`src/hw/prog_lock_pkg.sv`:
```
// shared constants and carrier types for the program-store write lock block
package prog_lock_pkg;
	localparam logic [7:0] LOCK_KEY_ADDR = 8'hb7;
	localparam logic [7:0] PROG_CTRL_ADDR = 8'hf5;
	localparam logic [7:0] STORE_CTRL_ADDR = 8'h8f;
	localparam logic [7:0] KEY_FIRST = 8'ha5;
	localparam logic [7:0] KEY_SECOND = 8'hf1;
	localparam logic [7:0] REG_RESET = 8'h00;
	localparam int PROG_EN_POS = 7;
	localparam int HW_DIS_POS = 6;
	localparam int STORE_WE_POS = 0;

	typedef enum logic [1:0] {
		LK_LOCKED = 2'b00,
		LK_FIRST = 2'b01,
		LK_OPEN = 2'b10,
		LK_DEAD = 2'b11
	} lock_state_e;

	typedef struct packed {
		logic wr;
		logic rd;
		logic [7:0] addr;
		logic [7:0] wdata;
	} sfr_req_s;

	typedef struct packed {
		logic rd_valid;
		logic [7:0] rdata;
	} sfr_rsp_s;
endpackage

```
`src/hw/prog_lock.sv`:
```
// key sequencer, lock state and programming control registers for the program store
//
// Summary of operation
// - key A5 then F1 permits one write
// - permission withdrawn after one completed write
// - wrong or out-of-order key locks permanently
// - write with write-enable set while not permitted locks permanently
// - read bits 1:0: 00 locked, 01 first
// - 10 writes allowed, 11 disabled until reset
// - bit 7 enables in-application programming
// - bit 6 disables discharge, frees pin
// - control bits 5:0 read zero, ignore writes
// - store write only with write-enable bit set
`timescale 1ns/10ps
module prog_lock (
	input wire logic clk,
	input wire logic rst,
	input prog_lock_pkg::sfr_req_s req,
	output prog_lock_pkg::sfr_rsp_s rsp,
	input wire logic store_wr_req,
	input wire logic store_wr_done,
	output logic store_wr_go,
	output logic store_write_enable,
	output logic prog_enable_bit,
	output logic discharge_hw_disable
);
	import prog_lock_pkg::*;

	// whole register image of the block, one flop stage for everything
	typedef struct packed {
		lock_state_e lock;
		logic we;
		logic pen;
		logic hwd;
		logic go;
		logic busy;
		sfr_rsp_s rsp;
	} state_s;

	state_s st_r;
	state_s st_nxt;

	// decoded write strobes of this cycle
	logic key_wr;
	logic ctrl_wr;
	logic store_ctrl_wr;

	// store write handshake terms
	logic attempt;
	logic permitted;
	logic launch;
	logic forbidden;
	logic finishing;
	lock_state_e key_lock;

	// write strobe aimed at one register address
	function automatic logic is_write(input sfr_req_s r, input logic [7:0] a);
		return r.wr && (r.addr == a);
	endfunction

	// next lock state after one write to the key register
	function automatic lock_state_e key_step(input lock_state_e cur, input logic [7:0] data);
		lock_state_e n;
		n = LK_DEAD;
		unique case (cur)
			LK_LOCKED: begin
				if (data == KEY_FIRST) begin
					n = LK_FIRST;
				end else begin
					n = LK_DEAD;
				end
			end
			LK_FIRST: begin
				if (data == KEY_SECOND) begin
					n = LK_OPEN;
				end else begin
					n = LK_DEAD;
				end
			end
			LK_OPEN: begin
				// a key write while unlocked is out of order
				n = LK_DEAD;
			end
			LK_DEAD: begin
				// only a device reset leaves this state
				n = LK_DEAD;
			end
		endcase
		return n;
	endfunction

	// store activity applied on top of the key write result
	function automatic lock_state_e lock_step(input lock_state_e k, input logic bad, input logic spent);
		lock_state_e n;
		n = k;
		if (bad) begin
			n = LK_DEAD;
		end else if (spent && k == LK_OPEN) begin
			// a key fault in the same cycle wins over spending the permission
			n = LK_LOCKED;
		end
		return n;
	endfunction

	// busy spans from the go pulse to the done pulse of the memory
	function automatic logic busy_step(input logic b, input logic start, input logic stop);
		logic n;
		n = b;
		if (start) begin
			n = 1'b1;
		end else if (stop) begin
			n = 1'b0;
		end
		return n;
	endfunction

	// lock state sits in the two lowest bits of the key register
	function automatic logic [7:0] lock_image(input lock_state_e l);
		logic [7:0] v;
		v = REG_RESET;
		v[1:0] = l;
		return v;
	endfunction

	// only the two control bits exist, the rest reads zero
	function automatic logic [7:0] ctrl_image(input logic pen, input logic hwd);
		logic [7:0] v;
		v = REG_RESET;
		v[PROG_EN_POS] = pen;
		v[HW_DIS_POS] = hwd;
		return v;
	endfunction

	// store control keeps just the write-enable bit
	function automatic logic [7:0] store_image(input logic we);
		logic [7:0] v;
		v = REG_RESET;
		v[STORE_WE_POS] = we;
		return v;
	endfunction

	// read data for one address, zero where nothing is mapped
	function automatic logic [7:0] read_mux(input logic [7:0] a, input state_s s);
		logic [7:0] v;
		v = REG_RESET;
		unique case (a)
			LOCK_KEY_ADDR: begin
				v = lock_image(s.lock);
			end
			PROG_CTRL_ADDR: begin
				v = ctrl_image(s.pen, s.hwd);
			end
			STORE_CTRL_ADDR: begin
				v = store_image(s.we);
			end
			default: begin
				v = REG_RESET;
			end
		endcase
		return v;
	endfunction

	assign key_wr = is_write(req, LOCK_KEY_ADDR);
	assign ctrl_wr = is_write(req, PROG_CTRL_ADDR);
	assign store_ctrl_wr = is_write(req, STORE_CTRL_ADDR);

	// a store write only reaches memory with write-enable set, one at a time
	assign attempt = store_wr_req && st_r.we && !st_r.busy;
	// key writes of this same cycle are taken into account first
	assign key_lock = key_wr ? key_step(st_r.lock, req.wdata) : st_r.lock;
	assign permitted = (st_r.lock == LK_OPEN) && (key_lock == LK_OPEN);
	assign launch = attempt && permitted;
	assign forbidden = attempt && !permitted;
	assign finishing = st_r.busy && store_wr_done;

	always_comb begin
		st_nxt = st_r;

		// read response stands for exactly one cycle after the strobe
		if (req.rd) begin
			st_nxt.rsp.rd_valid = 1'b1;
			st_nxt.rsp.rdata = read_mux(req.addr, st_r);
		end else begin
			st_nxt.rsp.rd_valid = 1'b0;
			st_nxt.rsp.rdata = REG_RESET;
		end

		// lock state: key write first, then store activity on top
		st_nxt.lock = lock_step(key_lock, forbidden, finishing);

		// programming control register; bits 5:0 are not stored
		if (ctrl_wr) begin
			st_nxt.pen = req.wdata[PROG_EN_POS];
			st_nxt.hwd = req.wdata[HW_DIS_POS];
		end

		// store control register
		if (store_ctrl_wr) begin
			st_nxt.we = req.wdata[STORE_WE_POS];
		end

		// one-cycle go pulse and busy flag for the memory handshake
		st_nxt.go = launch;
		st_nxt.busy = busy_step(st_r.busy, launch, finishing);
	end

	// synchronous reset clears the permanent lock as well
	always_ff @(posedge clk) begin
		if (rst) begin
			st_r <= '0;
		end else begin
			st_r <= st_nxt;
		end
	end

	// every output is a field of the registered image
	assign rsp = st_r.rsp;
	assign store_wr_go = st_r.go;
	assign store_write_enable = st_r.we;
	assign prog_enable_bit = st_r.pen;
	assign discharge_hw_disable = st_r.hwd;
endmodule

```
`config.mk`:
```
export PLATFORM = sky130hd
export DESIGN_NAME = prog_lock
export DESIGN_NICKNAME = d
export VERILOG_FILES = /design/src/hw/prog_lock_pkg.sv /design/src/hw/prog_lock.sv
export SDC_FILE = /design/constraint.sdc
export NUM_CORES = 1
export LEC_CHECK = 0
export BUFFER_PORTS_ARGS = -buffer_cell sky130_fd_sc_hd__buf_2
export CAP_MARGIN = 20
export CORE_AREA = 2 2 44 46
export DETAILED_ROUTE_END_ITERATION = 8
export DIE_AREA = 0 0 46 48
export GPL_TIMING_DRIVEN = 0
export PLACE_DENSITY = 0.7
export SYNTH_ARGS = -nofsm -noshare
export SYNTH_HDL_FRONTEND = slang
export SYNTH_SLANG_ARGS = --single-unit
```
`constraint.sdc`:
```
create_clock -name clk -period 1.11 [get_ports clk]
set_clock_uncertainty 0.05 [all_clocks]
set_input_delay 0.0555 -clock clk [delete_from_list [all_inputs] [get_ports clk]]
set_output_delay 0.0555 -clock clk [all_outputs]
set_load 0.01 [all_outputs]
```
==> results of run 1 <==
cells in the mapped netlist:
library cell	instances	area share
nand4b_1	2	0.028
nand4bb_1	1	0.018
nand4b_4	1	0.038
nor4b_1	1	0.014
a31o_1	1	0.014
and2_1	2	0.020
nor4bb_1	1	0.016
mux2i_1	5	0.080
and4b_1	1	0.016
buf_2	1	0.0080
a21oi_1	2	0.016
nand2b_1	3	0.030
a22oi_1	1	0.012
nor2b_1	1	0.010
or4_1	1	0.012
nor3_1	2	0.016
nand4_1	1	0.010
conb_1	1	0.0060
nand2_1	1	0.0060
a311oi_1	1	0.014
nand3_1	1	0.0080
nand3b_1	1	0.012
inv_1	3	0.018
or3_1	2	0.020
nor2_1	6	0.036
clkbuf_1	1	0.0060
buf_4	9	0.11
or2_1	1	0.010
and3_1	1	0.010
dfxtp_1	12	0.39
how the worst max path moves through the flow:
stage	startpoint	to	slack, ns	cells after the start
6_report	st_r[15]	st_r[15]	-0.07	4
5_1_grt	st_r[15]	st_r[15]	-0.14	4
4_1_cts	st_r[15]	st_r[15]	-0.10	4
3_5_place_dp	req[11]	st_r[15]	-0.31	6
3_3_place_gp	req[11]	st_r[15]	-0.30	6
2_1_floorplan	req[11]	st_r[15]	-0.08	5
logic make-up (layout without fill, tap and decap cells):
group	count (synthesis)	in the layout	synth area share
AO/OA/AOI/OAI	5	5	0.0562
buffers and inverters	14	50	0.141
flip-flops	12	12	0.386
multiplexers	5	5	0.0803
other	1	4	0.00602
AND/OR/NAND/NOR	30	30	0.331
power breakdown:
part | internal, mW | leakage (nW) | switching (mW)
registers | 0.430 | 0.0987 | 0.000999
logic | 0.0597 | 0.347 | 0.0443
clock network | 0.199 | 0.0210 | 0.144
total | 0.689 | 0.467 | 0.189
metal layers:
layer,up-vias,global-route usage
met1,259,0.141
li1,302,-
met2,25,0.247
met3,2,0.0113
met5,-,0
met4,0,0.0857
registers in the layout, indices dropped and copies added (netlist names):
| register | flops |
|---|---|
| discharge_hw_disable | 1 |
| prog_enable_bit | 1 |
| rsp | 5 |
| st_r | 3 |
| store_wr_go | 1 |
| store_write_enable | 1 |
timing repair:
| item | 4_1_cts | 5_1_grt |
|---|---|---|
| setup buffers | 1 | 0 |
| cloned | 0 | 0 |
| resized for setup | 4 | 2 |
| hold buffers | 2 | 0 |
| endpoints found under the hold margin | 2 | 0 |
| setup endpoints to repair | 2 | 3 |
| pin swaps | 4 | 4 |
critical path, stage by stage (launching register included):
cell,delay [ns]
dfxtp_4,0.36
nor4bb_4,0.27
nand3_1,0.11
mux2i_1,0.17
a311oi_1,0.11
metrics by stage:
stage | TNS [ns] | util | cells | cell area [sq um] | setup WS [ns]
after floorplan | -0.105 | - | 70 | 634 | -0.0818
after global placement | -1.15 | 0.474 | 116 | 801 | -0.299
after detailed placement | -1.23 | 0.474 | 116 | 801 | -0.309
after CTS | -0.180 | 0.523 | 123 | 883 | -0.104
after global routing | -0.269 | 0.524 | 123 | 886 | -0.143
final | -0.121 | 0.524 | 123 | 886 | -0.0725
cell type report:
class | count | share of cell area
flip-flops and latches | 12 | 0.278
clock buffers | 4 | 0.0410
inverters | 3 | 0.0127
plain buffers | 11 | 0.0862
well taps | 17 | 0.0240
repair buffers | 32 | 0.195
multi-input cells | 44 | 0.363
==> flow_summary.toml, run 1 <==
[detailed_routing]
drtPass1Iterations = 4
wl_met1_microns = 551
num_vias = 588
avgViaCountPerCell = 4.78
route.met2.wl_microns = 671
drc = 0
first_iter_violations = 8
routed_wl_mm = 1.32
ant_nets = 0
highest_layer = "met4"
avgRoutedWirePerCell_microns = 10.7
dr_wl_met3_microns = 81

[logic_synthesis]
synth_seq_area_share = 0.386
ys_types = 30
avgSynthCellArea_sq_um = 9.30
syn_area_sq_um = 623
ys_ff_latch = 12
synth_cells = 67
ys_warn_count = 0

[min_path]
hold_path_end = "rsp[8]"
min-delay-start = "req[16]"
hold_class = "in -> reg"
hold_path_depth = 3

[power_and_ir_drop]
total_power_mw = 0.878
power.density_mw_per_mm2 = 991
p_leak_nw = 0.467
ir_drop_v = 0.000391

[finish]
multi_input_area_sq_um = 322
syn2layout_area_growth_pct = 42.2
layout_commonest_cell = "buf_2"
layout_common_cells = "buf_2, buf_4, dfxtp_1"
nets = 129
fillers = 162
diodes = 0
seq_area_sq_um = 246
layout-drive-gt1-share = 0.462

[clock_network]
numClockSinks = 12
clk_latency_ns = 0.27
cts_tree = "done"
cts_made_buffers = 3
cts_max_path_buffers = 2
h-tree-depth = 1
clk_pin_slew_ns = 0.07
clock-root-buffer = "clkbuf_4"

[critical_path]
worstPathMaxFanout = 2
required_ns = 1.21
crit_arrival_ns = 1.28
rr_worst_depth = 4
r2r_start = "st_r[15]"
end_kind = "flip-flop"
rrSetupSlack_ns = -0.07
crit_type = "reg -> reg"
rr_endpoint = "st_r[15]"
setup.worst_path.start_class = "flip-flop"

[floorplan]
start_util = 0.369
coreArea_sq_mm = 0.00169
die_w_microns = 46
dieArea_sq_mm = 0.00221
io_pins = 35
rows = 15
die_y_microns = 48

[global_routing]
grt_pass1_vias = 561
grt_usage = 0.132
antenna_found_initial = 0
grt_pass1_wl_mm = 2.10
gr-total-overflow = 0
grt_start_max_net_pins = 9

[status]
status = "finished with violations"
violations = "negative hold slack, negative setup slack"

[place]
hpwl_mm = 1.07
numPortBuffers = 29
gp_congestion = 0.786

[job]
drv_cap = 0

[sta]
setup_ws_ns = -0.0725
min_period_ns = 1.18
grt_setup_unrepaired = "yes"
fmax_ghz = 0.846
fin_hold_ws_ns = -0.000870
drv_slew = 0
final-setup-viol-count = 2
final_hold_viol_count = 1
fin_crit_sh = 1.07
Note: power is estimated with default switching activity, not from simulation.
==> inputs of run 2 (changes only) <==
- PLACE_DENSITY: 0.7 -> 0.75
==> run 2 against run 1 <==
  * The run still ends with negative hold slack, negative setup slack left
  * Critical path depth unchanged
  * Register-to-register slack lost 0.04 ns
  * Combinational power is 6% higher
  * Sequential share of layout area down 0.60 points
  * Utilization rose by 0.89 points
  * Clock power about the same
  * Final cell count increased by 0.81%
  * Via count up 1.5%
  * Sequential cell count unchanged
  * Non-clock buffer count rose by 1
  * Total power increased by 0.81%
  * Sequential power barely moved
  * Critical endpoint unchanged
==> flow_summary.toml, run 2 (synthesis results as in run 1) <==
[status]
status = "finished with violations"
violations = "negative hold slack, negative setup slack"

[critical_path]
cp_slowest_cell = "dfxtp_4"
cp_top_family = "simple AND/OR/NAND/NOR gates"
crit_chain = "nor4bb_4 > nand3_1 > mux2i_1 > a311oi_1"
setup.worst_path.start_class = "flip-flop"
end_kind = "flip-flop"
crit_arrival_ns = 1.33
required_ns = 1.21
slowest_delay_ns = 0.37
crit_type = "reg -> reg"
worstPathMaxFanout = 4
critPathBufInv = 0

[clock_network]
h-tree-depth = 1
clk_latency_ns = 0.27
numClockSinks = 12
clock-root-buffer = "clkbuf_4"
cts_max_path_buffers = 2
cts_tree = "done"
cts_made_buffers = 3
clk_pin_slew_ns = 0.07

[finish]
layout_common_cells = "buf_2, buf_4, dfxtp_1"
final_util = 0.533
syn2layout_area_growth_pct = 44.6
layout-drive-gt1-share = 0.458
largest_reg_flops = 5
diodes = 0
layout_commonest_cell = "buf_2"
nets = 130

[global_routing]
grt_start_max_net_pins = 9
grt_pass1_vias = 525
grt_usage = 0.138
grt_pass1_wl_mm = 2.21
gr-total-overflow = 0
antenna_found_initial = 0

[floorplan]
io_pins = 35
rows = 15
die_y_microns = 48
start_util = 0.369
coreArea_sq_mm = 0.00169
die_w_microns = 46
dieArea_sq_mm = 0.00221

[detailed_routing]
drtPass1Iterations = 4
first_iter_violations = 7
routed_wl_mm = 1.41
drc = 0
avgViaCountPerCell = 4.81
ant_nets = 0
avgRoutedWirePerCell_microns = 11.3
num_vias = 597

[power_and_ir_drop]
switchingPower_mw = 0.193
seqPwrFrac = 0.487
p_int_mw = 0.692
p_leak_nw = 0.472
ir_drop_v = 0.000513
p_clk_frac = 0.389
power.density_mw_per_mm2 = 983
combPwrFrac = 0.124
p_sw_frac = 0.218

[sta]
fin_crit_sh = 1.10
fin_hold_ws_ns = -0.000972
drv_slew = 0
grt_setup_unrepaired = "yes"
final-setup-viol-count = 2
setup_ws_ns = -0.115
fmax_ghz = 0.816
final_hold_viol_count = 1
min_period_ns = 1.23

[min_path]
hold_class = "in -> reg"

[job]
drv_cap = 0

[place]
gp_congestion = 0.755
numPortBuffers = 29
run 2: cell count changes in the layout (fill, tap and decap cells not counted), sizes merged:
| cell | before | now |
|---|---|---|
| dlygate4sd3 | 2 | 3 |
run 2: stage by stage:
stage	setup WS (ns)	area (sq um)	cells	setup TNS (ns)	power, mW
2_1_floorplan	-0.0818	634	70	-0.105	0.487
3_3_place_gp	-0.283	801	116	-1.09	0.534
3_5_place_dp	-0.269	801	116	-1.05	0.536
4_1_cts	-0.117	883	123	-0.210	0.891
5_1_grt	-0.227	901	124	-0.410	0.917
6_report	-0.115	901	124	-0.213	0.885
run 2: path summary, 6_finish.rpt:
path / startpoint / endpoint / slack, ns / cells past startpoint
worst max register to register: st_r[15] / st_r[15] / -0.12 / 4
worst min-delay path: req[16] / rsp[8] / -0.001 / 3
worst max-delay path: st_r[15] / st_r[15] / -0.12 / 4
worst min register to register: st_r[9] / st_r[15] / 0.43 / 1
run 2: power by group through the flow:
stage | Sequential (mW) | Combinational, mW | Clock (mW)
2_1_floorplan | 0.443 | 0.0441 | 0
3_3_place_gp | 0.443 | 0.0904 | 0
3_5_place_dp | 0.444 | 0.0924 | 0
4_1_cts | 0.433 | 0.106 | 0.352
5_1_grt | 0.431 | 0.121 | 0.364
6_report | 0.431 | 0.110 | 0.345
run 2: worst register-to-register path: stages (launching register included):
cell	delay [ns]
dfxtp_4	0.37
nor4bb_4	0.28
nand3_1	0.11
mux2i_1	0.18
a311oi_1	0.11
run 2: cell type report:
type | count | area, sq um
timing repair buffer | 33 | 183
fill | 156 | 788
multi-input combinational | 44 | 328
tap | 17 | 21.3
buffer | 11 | 76.3
clock buffer | 4 | 36.3
sequential | 12 | 245
inverter | 3 | 11.3
run 2: layer usage:
layer  vias to the layer above  track usage  routed length, microns  share of wire
met5                         -            0                       0              0
met4                         0       0.0343                      19          0.014
met3                         2       0.0340                      77          0.055
met2                        21        0.261                     736           0.52
met1                       271        0.153                     573           0.41
li1                        303            -                       -              -
run 2: repair_timing:
action,4_1_cts,5_1_grt
buffers inserted,0,1
hold buffers,3,0
setup endpoints to repair,2,3
pin swaps,1,3
resized for setup,3,3
hold endpoints to repair,3,0
==> inputs of run 3 (changes only) <==
- BUFFER_PORTS_ARGS: -buffer_cell sky130_fd_sc_hd__buf_2 -> not set
- CORE_AREA: 2 2 44 46 -> 2 2 43 45
- DIE_AREA: 0 0 46 48 -> 0 0 45 47
- DONT_BUFFER_PORTS: not set -> 1
- PLACE_DENSITY: 0.75 -> 0.59
==> run 3 against run 2 <==
  * The flow finishes with violations (negative setup slack)
  * Final cell count down 23%
  * Worst hold slack improved by 0.059 ns
  * Routed wire length is 15% lower
  * Maximum frequency increased by 0.42%
  * Largest power group unchanged
  * Global-route usage is 0.98 points lower
  * Combinational power fell by 39%
==> flow_summary.toml, run 3 (synthesis results as in run 1) <==
[sta]
grt_setup_unrepaired = "yes"
setup_ws_ns = -0.110
final-setup-viol-count = 2
drv_slew = 0
final_hold_viol_count = 0
min_period_ns = 1.22
fin_crit_sh = 1.10
fmax_ghz = 0.820

[clock_network]
clock-root-buffer = "clkbuf_4"
cts_tree = "done"
numClockSinks = 12
clk_pin_slew_ns = 0.07
clk_latency_ns = 0.27
cts_max_path_buffers = 2
h-tree-depth = 1
cts_made_buffers = 3

[detailed_routing]
avgRoutedWirePerCell_microns = 12.4
ant_nets = 0
avgViaCountPerCell = 4.98
drtPass1Iterations = 3
first_iter_violations = 7
drc = 0
routed_wl_mm = 1.19
num_vias = 478

[min_path]
hold_class = "in -> reg"

[finish]
syn2layout_area_growth_pct = 21.3
layout.cells.non_filler = 96
layout_common_cells = "buf_4, dfxtp_1, nor2_1"
fin_area_sq_um = 756
layout-drive-gt1-share = 0.228
diodes = 0
largest_reg_flops = 5
final_util = 0.458
nets = 103

[critical_path]
crit_type = "reg -> reg"
critPathBufInv = 0
setup.worst_path.start_class = "flip-flop"
cp_slowest_cell = "dfxtp_4"
crit_arrival_ns = 1.32
crit_chain = "nor4bb_4 > nand3_1 > mux2i_1 > a311oi_1"
required_ns = 1.21
cp_top_family = "simple AND/OR/NAND/NOR gates"
slowest_delay_ns = 0.36
worstPathMaxFanout = 2
end_kind = "flip-flop"

[power_and_ir_drop]
p_leak_nw = 0.343
power.density_mw_per_mm2 = 1000
ir_drop_v = 0.000470

[global_routing]
grt_start_max_net_pins = 9
grt_usage = 0.128
gr-total-overflow = 0
grt_pass1_wl_mm = 1.88
grt_pass1_vias = 435
antenna_found_initial = 0

[floorplan]
die_y_microns = 47
die_w_microns = 45
rows = 15
dieArea_sq_mm = 0.00212
start_util = 0.377
coreArea_sq_mm = 0.00165
io_pins = 35

[status]
status = "finished with violations"
violations = "negative setup slack"

[place]
dpl.cell_count = 87
numPortBuffers = 0
placed_area_sq_um = 656
gp_congestion = 0.741

[job]
drv_cap = 0
run 3: cell count changes in the layout (fill, tap and decap cells not counted):
cell           previous run  this run
nor4b_1                   0         1
nor4b_2                   1         0
dlygate4sd3_1             3         5
buf_2                    30         1
clkbuf_8                  1         0
run 3: worst paths after layout:
check / start / depth (start not counted) / slack [ns] / endpoint
max reg2reg: st_r[15] / 4 / -0.11 / st_r[15]
min: req[8] / 3 / 0.06 / rsp[1]
min reg2reg: st_r[9] / 1 / 0.42 / st_r[15]
max: st_r[15] / 4 / -0.11 / st_r[15]
run 3: worst reg2reg max path: cells and delay by family (launching register included):
kind	cells	cell delay [ns]
compound gates	1	0.11
flops	1	0.36
mux	1	0.18
simple gates	2	0.40
run 3: per-stage QoR:
stage	power [mW]	hold WS [ns]	setup slack (ns)	setup TNS [ns]
floorplan	0.487	0.127	-0.0818	-0.105
global placement	0.491	0.135	-0.193	-0.445
detailed placement	0.492	0.136	-0.204	-0.528
CTS	0.766	0.0485	-0.114	-0.210
global route	0.796	0.0751	-0.211	-0.420
finish	0.757	0.0576	-0.110	-0.200
run 3: repair_timing:
action	CTS	global route
hold endpoints to repair	7	0
endpoints found under the setup margin	3	3
pin swaps	2	1
cloned	0	0
buffers inserted	1	0
hold buffers	5	0
resized for setup	5	0
run 3: final cells by class:
cell class,instances,area (sq um)
Inverter,3,11.3
Fill cell,173,896
Tap cell,17,21.3
Sequential cell,12,245
Timing Repair Buffer,6,57.6
Buffer,11,76.3
Clock buffer,3,22.5
Multi-Input combinational cell,44,322
run 3: where the power goes:
part           switching, mW  internal, mW
clock network          0.134         0.126
logic                 0.0261        0.0412
registers           0.000905         0.430
run 3: layer usage:
| metal | track usage | up-vias | wire length (microns) |
|---|---|---|---|
| li1 | - | 247 | - |
| met1 | 0.147 | 207 | 461 |
| met2 | 0.214 | 22 | 615 |
| met3 | 0.0269 | 2 | 100 |
| met4 | 0.0882 | 0 | 15 |
| met5 | 0 | - | 0 |
